`config.mk`:
```
export PLATFORM = sky130hd
export DESIGN_NAME = prf_led_top
export DESIGN_NICKNAME = d
export VERILOG_FILES = /design/src/prf_pkg.sv /design/src/prf_ctl_if.sv /design/src/prf_rst_ctl.sv /design/src/prf_led_top.sv
export SDC_FILE = /design/constraint.sdc
export NUM_CORES = 1
export LEC_CHECK = 0
export CAP_MARGIN = 0
export CORE_MARGIN = 1
export CORE_UTILIZATION = 49
export DETAILED_ROUTE_END_ITERATION = 8
export DONT_BUFFER_PORTS = 1
export SLEW_MARGIN = 20
export SYNTH_ARGS = -nofsm -noshare
export SYNTH_HDL_FRONTEND = slang
export SYNTH_SLANG_ARGS = --single-unit
```
`constraint.sdc`:
```
create_clock -name clk_sys -period 1.6 [get_ports clk_sys]
set_input_delay 0.16 -clock clk_sys [delete_from_list [all_inputs] [get_ports clk_sys]]
set_output_delay 0.16 -clock clk_sys [all_outputs]
set_load 0.01 [all_outputs]
```
`src/prf_pkg.sv`:
```
package prf_pkg;
   // ****************************************
   // Widths
   // ****************************************
   localparam int unsigned PRF_HOST_LED_W = 4;
   localparam int unsigned PRF_STRAP_W = 4;
   // ****************************************
   // Field positions of the forwarded host LED bus
   // ****************************************
   localparam int unsigned PRF_LED_LINK_POS = 0;
   localparam int unsigned PRF_LED_10M_POS = 1;
   localparam int unsigned PRF_LED_100M_POS = 2;
   localparam int unsigned PRF_LED_1000M_POS = 3;
   // ****************************************
   // Reset and dark levels
   // ****************************************
   localparam logic PRF_LED_N_DARK = 1'h1;
   localparam logic PRF_LED_DARK = 1'h0;
   localparam logic [3:0] PRF_STRAP_RST = 4'h0;
   localparam logic PRF_HOLD_RST = 1'h1;
   localparam logic PRF_PDOWN_RST = 1'h0;
   localparam logic PRF_LVL_RST = 1'h0;
   typedef logic [PRF_STRAP_W-1:0] prf_strap_t;
endpackage : prf_pkg

```
`src/prf_ctl_if.sv`:
```
`timescale 1ns/1ps
interface prf_ctl_if;
   logic hold_reset;
   logic power_down;
   logic strap_capture;
   modport source (output hold_reset, output power_down, output strap_capture);
   modport sink (input hold_reset, input power_down, input strap_capture);
endinterface : prf_ctl_if

```
`src/prf_rst_ctl.sv`:
```
`timescale 1ns/1ps
module prf_rst_ctl
(
   input wire logic clk_sys,
   input wire logic rst_b,
   input wire logic supply_ok_in,
   input wire logic device_reset_low_in,
   input wire logic sleep_request_in,
   prf_ctl_if.source ctl
);
   import prf_pkg::*;

   // ****************************************
   // Pin synchronisers: ok, reset_low, sleep
   // ****************************************
   logic [2:0] meta_ff;
   logic [2:0] sync_ff;
   logic [2:0] last_ff;
   logic hold_ff;
   logic pdown_ff;
   logic capt_ff;

   always_ff @(posedge clk_sys or negedge rst_b) begin
      if (!rst_b) begin
         meta_ff <= 3'h0;
         sync_ff <= 3'h0;
         last_ff <= 3'h0;
      end else begin
         meta_ff <= {sleep_request_in, device_reset_low_in, supply_ok_in};
         sync_ff <= meta_ff;
         last_ff <= sync_ff;
      end
   end

   wire ok_w = sync_ff[0];
   wire rst_low_w = sync_ff[1];
   wire sleep_w = sync_ff[2];
   wire nxt_hold = !ok_w || !rst_low_w;
   wire nxt_pdown = sleep_w && !nxt_hold;
   // Each release event alone is enough; two at once give one capture
   wire ok_rise_w = ok_w && !last_ff[0];
   wire rst_rise_w = rst_low_w && !last_ff[1];
   wire sleep_fall_w = !sleep_w && last_ff[2];
   wire nxt_capt = ok_rise_w || rst_rise_w || sleep_fall_w;

   always_ff @(posedge clk_sys or negedge rst_b) begin
      if (!rst_b) begin
         hold_ff <= PRF_HOLD_RST;
         pdown_ff <= PRF_PDOWN_RST;
         capt_ff <= PRF_LVL_RST;
      end else begin
         hold_ff <= nxt_hold;
         pdown_ff <= nxt_pdown;
         capt_ff <= nxt_capt;
      end
   end

   assign ctl.hold_reset = hold_ff;
   assign ctl.power_down = pdown_ff;
   assign ctl.strap_capture = capt_ff;

   // ****************************************
   // Checks
   // ****************************************
   hold_on_bad_a: assert property (@(posedge clk_sys) disable iff (!rst_b)
      !sync_ff[0] |=> hold_ff)
      else $error("supply low did not hold reset");
   hold_on_reset_a: assert property (@(posedge clk_sys) disable iff (!rst_b)
      !sync_ff[1] |=> hold_ff)
      else $error("reset pin low did not hold reset");
   sleep_pdown_a: assert property (@(posedge clk_sys) disable iff (!rst_b)
      (sync_ff == 3'h7) |=> pdown_ff && !hold_ff)
      else $error("sleep did not power down");
   capt_event_a: assert property (@(posedge clk_sys) disable iff (!rst_b)
      $rose(sync_ff[0]) || $rose(sync_ff[1]) || $fell(sync_ff[2]) |=> capt_ff)
      else $error("release event missed strap capture");
endmodule : prf_rst_ctl

```
`src/prf_led_top.sv`:
```
`timescale 1ns/1ps
// Overview of operation
// - Reset pin low resets the device, PHY and serial link logic included.
// - Sleep input powers down PHY and serial link of both ports together.
// - Link, 10M, 100M, 1000M LEDs follow host port 0 LED signals 0 to 3.
// - Duplex LED lights while port A PHY runs full duplex.
// - Transmit LED lights while port A PHY transmits a packet.
// - Receive LED lights while port A PHY receives a packet.
// - Receive LED pin can instead output a clock for conformance testing.
// - Four address straps latched as bits 4:1 on supply rise or release.
module prf_led_top
(
   input wire logic clk_sys,
   input wire logic rst_b,
   input wire logic supply_ok_in,
   input wire logic device_reset_low_in,
   input wire logic sleep_request_in,
   input wire logic [prf_pkg::PRF_HOST_LED_W-1:0] host_led_n_in,
   input wire logic phy_full_duplex_in,
   input wire logic phy_transmit_in,
   input wire logic phy_receive_in,
   input wire logic clock_view_en_in,
   input wire logic [prf_pkg::PRF_STRAP_W-1:0] mgmt_addr_strap_in,
   output logic port_a_link_led_n,
   output logic port_a_10m_led_n,
   output logic port_a_100m_led_n,
   output logic port_a_1000m_led_n,
   output logic port_a_full_duplex_led,
   output logic port_a_transmit_led,
   output logic port_a_receive_led,
   output logic phy_hold_reset,
   output logic phy_power_down,
   output logic [prf_pkg::PRF_STRAP_W-1:0] mgmt_addr_bits_4_1
);
   import prf_pkg::*;

   localparam int unsigned SYNC_W = PRF_HOST_LED_W + PRF_STRAP_W + 4;

   // ****************************************
   // Reset and sleep control
   // ****************************************
   prf_ctl_if ctl_if ();

   prf_rst_ctl u_rst_ctl (
      .clk_sys(clk_sys),
      .rst_b(rst_b),
      .supply_ok_in(supply_ok_in),
      .device_reset_low_in(device_reset_low_in),
      .sleep_request_in(sleep_request_in),
      .ctl(ctl_if.source)
   );

   // ****************************************
   // Pin synchronisers
   // ****************************************
   // Straps pass the same two stages as the control pins so a capture
   // samples them in step with the release that caused it.
   logic [SYNC_W-1:0] meta_ff;
   logic [SYNC_W-1:0] sync_ff;

   always_ff @(posedge clk_sys or negedge rst_b) begin
      if (!rst_b) begin
         meta_ff <= '0;
         sync_ff <= '0;
      end else begin
         meta_ff <= {mgmt_addr_strap_in, clock_view_en_in, phy_receive_in, phy_transmit_in,
                     phy_full_duplex_in, host_led_n_in};
         sync_ff <= meta_ff;
      end
   end

   // Host LED levels pass through uninverted: a low from the host lights the LED
   wire [PRF_HOST_LED_W-1:0] host_led_n_w = sync_ff[PRF_HOST_LED_W-1:0];
   wire duplex_w = sync_ff[PRF_HOST_LED_W];
   wire transmit_w = sync_ff[PRF_HOST_LED_W+1];
   wire receive_w = sync_ff[PRF_HOST_LED_W+2];
   wire cview_en_w = sync_ff[PRF_HOST_LED_W+3];
   wire [PRF_STRAP_W-1:0] strap_w = sync_ff[SYNC_W-1:PRF_HOST_LED_W+4];

   // ****************************************
   // LED selection
   // ****************************************
   logic link_n_ff;
   logic m10_n_ff;
   logic m100_n_ff;
   logic m1000_n_ff;
   logic duplex_ff;
   logic transmit_ff;
   logic receive_ff;
   logic cview_div_ff;
   logic hold_ff;
   logic pdown_ff;
   prf_strap_t addr_ff;

   // Blanking reads the control flops, not the output pins, so the LEDs
   // go dark in the same cycle as phy_hold_reset and phy_power_down rise.
   wire blank_w = ctl_if.hold_reset || ctl_if.power_down;
   wire nxt_link_n = blank_w ? PRF_LED_N_DARK : host_led_n_w[PRF_LED_LINK_POS];
   wire nxt_m10_n = blank_w ? PRF_LED_N_DARK : host_led_n_w[PRF_LED_10M_POS];
   wire nxt_m100_n = blank_w ? PRF_LED_N_DARK : host_led_n_w[PRF_LED_100M_POS];
   wire nxt_m1000_n = blank_w ? PRF_LED_N_DARK : host_led_n_w[PRF_LED_1000M_POS];
   wire nxt_duplex = blank_w ? PRF_LED_DARK : duplex_w;
   wire nxt_transmit = blank_w ? PRF_LED_DARK : transmit_w;
   // Clock view shows clk_sys divided by two; the receive indication is lost while on
   wire nxt_receive = blank_w ? PRF_LED_DARK : (cview_en_w ? cview_div_ff : receive_w);
   wire nxt_addr = ctl_if.strap_capture;

   always_ff @(posedge clk_sys or negedge rst_b) begin
      if (!rst_b) begin
         link_n_ff <= PRF_LED_N_DARK;
         m10_n_ff <= PRF_LED_N_DARK;
         m100_n_ff <= PRF_LED_N_DARK;
         m1000_n_ff <= PRF_LED_N_DARK;
      end else begin
         link_n_ff <= nxt_link_n;
         m10_n_ff <= nxt_m10_n;
         m100_n_ff <= nxt_m100_n;
         m1000_n_ff <= nxt_m1000_n;
      end
   end

   always_ff @(posedge clk_sys or negedge rst_b) begin
      if (!rst_b) begin
         duplex_ff <= PRF_LED_DARK;
         transmit_ff <= PRF_LED_DARK;
         receive_ff <= PRF_LED_DARK;
      end else begin
         duplex_ff <= nxt_duplex;
         transmit_ff <= nxt_transmit;
         receive_ff <= nxt_receive;
      end
   end

   // Divider runs even while blanked, so a test header sees it at once
   always_ff @(posedge clk_sys or negedge rst_b) begin
      if (!rst_b) begin
         cview_div_ff <= PRF_LVL_RST;
      end else begin
         cview_div_ff <= !cview_div_ff;
      end
   end

   // ****************************************
   // Reset, power-down and strap outputs
   // ****************************************
   always_ff @(posedge clk_sys or negedge rst_b) begin
      if (!rst_b) begin
         hold_ff <= PRF_HOLD_RST;
         pdown_ff <= PRF_PDOWN_RST;
      end else begin
         hold_ff <= ctl_if.hold_reset;
         pdown_ff <= ctl_if.power_down;
      end
   end

   // Address keeps its value between captures, through reset pin and sleep
   always_ff @(posedge clk_sys or negedge rst_b) begin
      if (!rst_b) begin
         addr_ff <= PRF_STRAP_RST;
      end else if (nxt_addr) begin
         addr_ff <= strap_w;
      end
   end

   // ****************************************
   // Output pins
   // ****************************************
   assign port_a_link_led_n = link_n_ff;
   assign port_a_10m_led_n = m10_n_ff;
   assign port_a_100m_led_n = m100_n_ff;
   assign port_a_1000m_led_n = m1000_n_ff;
   assign port_a_full_duplex_led = duplex_ff;
   assign port_a_transmit_led = transmit_ff;
   assign port_a_receive_led = receive_ff;
   assign phy_hold_reset = hold_ff;
   assign phy_power_down = pdown_ff;
   assign mgmt_addr_bits_4_1 = addr_ff;

   // ****************************************
   // Checks
   // ****************************************
   host_led_follow_a: assert property (@(posedge clk_sys) disable iff (!rst_b)
      !blank_w |=> {port_a_1000m_led_n, port_a_100m_led_n, port_a_10m_led_n, port_a_link_led_n}
                   == $past(host_led_n_w))
      else $error("port A LED does not follow host LED");
   duplex_follow_a: assert property (@(posedge clk_sys) disable iff (!rst_b)
      !blank_w && duplex_w |=> port_a_full_duplex_led)
      else $error("duplex LED not lit");
   tx_follow_a: assert property (@(posedge clk_sys) disable iff (!rst_b)
      !blank_w |=> port_a_transmit_led == $past(transmit_w))
      else $error("transmit LED wrong");
   rx_follow_a: assert property (@(posedge clk_sys) disable iff (!rst_b)
      !blank_w && !cview_en_w |=> port_a_receive_led == $past(receive_w))
      else $error("receive LED wrong");
   cview_toggle_a: assert property (@(posedge clk_sys) disable iff (!rst_b)
      (!blank_w && cview_en_w)[*2] |=> port_a_receive_led != $past(port_a_receive_led))
      else $error("clock view not toggling");
   leds_dark_a: assert property (@(posedge clk_sys) disable iff (!rst_b)
      blank_w |=> {port_a_link_led_n, port_a_10m_led_n, port_a_100m_led_n, port_a_1000m_led_n} == 4'hF
                  && !port_a_full_duplex_led && !port_a_transmit_led && !port_a_receive_led)
      else $error("LED lit during reset or sleep");
   strap_latch_a: assert property (@(posedge clk_sys) disable iff (!rst_b)
      ctl_if.strap_capture |=> mgmt_addr_bits_4_1 == $past(strap_w))
      else $error("strap not captured");
   strap_steady_a: assert property (@(posedge clk_sys) disable iff (!rst_b)
      !ctl_if.strap_capture |=> $stable(mgmt_addr_bits_4_1))
      else $error("address changed without capture");
   // Pin-level checks: hold and power-down pins against the control flops, then LED and divider checks
   hold_pin_a: assert property (@(posedge clk_sys) disable iff (!rst_b)
      1'h1 |=> phy_hold_reset == $past(ctl_if.hold_reset))
      else $error("hold reset pin does not follow control");
   pdown_pin_a: assert property (@(posedge clk_sys) disable iff (!rst_b)
      1'h1 |=> phy_power_down == $past(ctl_if.power_down))
      else $error("power down pin does not follow control");
   duplex_dark_a: assert property (@(posedge clk_sys) disable iff (!rst_b)
      !blank_w && !duplex_w |=> !port_a_full_duplex_led)
      else $error("duplex LED lit in half duplex");
   pins_dark_a: assert property (@(posedge clk_sys) disable iff (!rst_b)
      phy_hold_reset || phy_power_down |-> port_a_link_led_n && port_a_10m_led_n && port_a_100m_led_n
         && port_a_1000m_led_n && !port_a_full_duplex_led && !port_a_transmit_led && !port_a_receive_led)
      else $error("LED lit while reset or power down pin high");
   cview_source_a: assert property (@(posedge clk_sys) disable iff (!rst_b)
      !blank_w && cview_en_w |=> port_a_receive_led == $past(cview_div_ff))
      else $error("receive LED does not show clock view");
   cview_free_a: assert property (@(posedge clk_sys) disable iff (!rst_b)
      1'h1 |=> cview_div_ff != $past(cview_div_ff))
      else $error("clock view divider stopped");
endmodule : prf_led_top

```
==> run metrics <==
outcome=complete, no violations; DIE AREA=3065 µm²; die span in y=55.36 µm; Final ANT Viol Nets=0; layout net count=110; final antenna diode count=0; Syn. warnings=0; Hold Crit Class=in2async; final hold viol count=0; Tmin final=1.087 ns; Initial DRC Count=5; largest net degree at the start of global routing=51; Area Growth Syn to Fin=20.45%; post_cts resized=0; flops & latches, synth=50; setup repair bufs after CTS=0; H-tree levels=2; CTS Buf Count=5; post-synthesis net count=86; final setup fails=0; pre-CTS setup slack=0.6954 ns; WHS=0.2954 ns; total power=2.023 mW; drt total wl=1.672 mm; die width=55.36 µm; DR pass1 iterations=3; layout cells sized above 1=19.15%; first-pass GRT wire length=2.822 mm; drt via density=4.847; CTS tree=built; MaxCap Viol Count=0; Critical Path RT=1.44 ns; CP endpoint kind=output port; gr usage total=13.21%; mapped cell area=1395 µm²; vias in the first global route=591; Setup WS post-layout=0.5127 ns; peak supply drop=1.006 mV; port bufs=0; Worst Skew=0.008544 ns; Worst Tran Pin Value=0.2378 ns; Placed Area=1433 µm²; initial antenna violation count=0; DR vias=601; Setup TNS=0 ns; leakage=0.7609 nW; WP data arrival=0.93 ns; core area=2590 µm²; RSZ-0062 raised after global routing=no; root buffer selected by CTS=clkbuf_4; DRC=0; crit share post-route=67.95%; Clk Latency, worst-skew pair=0.35 ns; Hold-fix buffers, CTS=17; worst-path fanout max=1; commonest non-fill, non-tap cells in the layout=dfrtp_1 (44), dlygate4sd3_1 (16), dfstp_2 (6); grt ovf=0; I/O pin cnt=30; Pwr Density=1204 nW/µm²; final non-filler cell total=124; worst setup path category=reg2out; register area share after synthesis=90.22%; Reg area=1259 µm²; placed cells=99; post-synth cell types=12; clk slew on worst S/H paths=0.13 ns; post-synthesis cell count=69; footprint of the multi-input gates=125.1 µm²; FMAX=919.7 MHz; DR WL/cell=13.48 µm; Core Util, Final=64.88%; most common cell after layout, fill and taps aside=dfrtp_1; Slew headroom=84.14%; post-synthesis average cell area=20.22 µm²; RePlAce Congestion=0.6363; # fillers=184; CP startpoint kind=register; HPWL Detailed=963.7 µm; Rows=18; Finished Cell Area=1680 µm²; Initial Util=53.86%; Num Clock Sinks=50; Slew Limit Fails=0; CTS Buffer Depth=2
[report_power, final]
group	internal [mW]	switching [mW]
clock network	0.214	0.345
registers	1.34	0.0414
logic	0.0516	0.0349
[state kept, by name, summed over array words and instances, names as in the netlist, 3 cells and up]
name                cells
sync_ff                12
u_rst_ctl.last_ff       3
meta_ff                12
u_rst_ctl.sync_ff       3
mgmt_addr_bits_4_1      4
u_rst_ctl.meta_ff       3
[final timing paths]
path                                            endpoint                     start  cells past startpoint  slack, ns
worst min register to register                sync_ff[3]                meta_ff[3]                      0       0.36
min in group clk_sys                          meta_ff[5]           phy_transmit_in                      1       0.35
worst max-delay path                  port_a_1000m_led_n        port_a_1000m_led_n                      0       0.51
worst max register to register         port_a_link_led_n  u_rst_ctl.ctl.power_down                      1       0.69
worst min-delay path                          meta_ff[0]                     rst_b                      2       0.30
max in group asynchronous       u_rst_ctl.ctl.hold_reset                     rst_b                      2       1.04
[final cells by class]
type	count	share of cell area, %
flip-flops and latches	50	74.91
repair buffers	17	11.17
multi-input cells	16	7.446
clock buffers	7	3.276
well taps	30	2.234
inverters	3	0.6701
clock inverters	1	0.2978
[routing by layer]
metal	up-vias	wire (µm)	GRT usage [%]
met1	304	726	15.28
met5	-	0	0
met4	0	40	6.429
li1	270	-	-
met2	22	798	19.45
met3	5	106	7.963
[kinds of logic after synthesis]
kind of cell | count (synthesis) | share of synthesized area [%]
DFF | 50 | 90.22
and+or+nand+nor | 10 | 4.394
muxes | 5 | 3.946
buffers and inverters | 3 | 0.8071
AOI/OAI and AO/OA | 1 | 0.6279
[cells in the mapped netlist]
cell | instances | area share, %
nor3_1 | 1 | 0.36
o221ai_1 | 1 | 0.63
dfrtp_1 | 44 | 79
or3_1 | 4 | 1.8
mux2_2 | 4 | 3.2
and3_1 | 1 | 0.45
dfstp_2 | 6 | 11
nand2_1 | 1 | 0.27
nor3b_1 | 2 | 1.1
inv_1 | 3 | 0.81
nand2b_1 | 1 | 0.45
mux2i_1 | 1 | 0.72
Note: power is estimated with default switching activity, not from simulation.
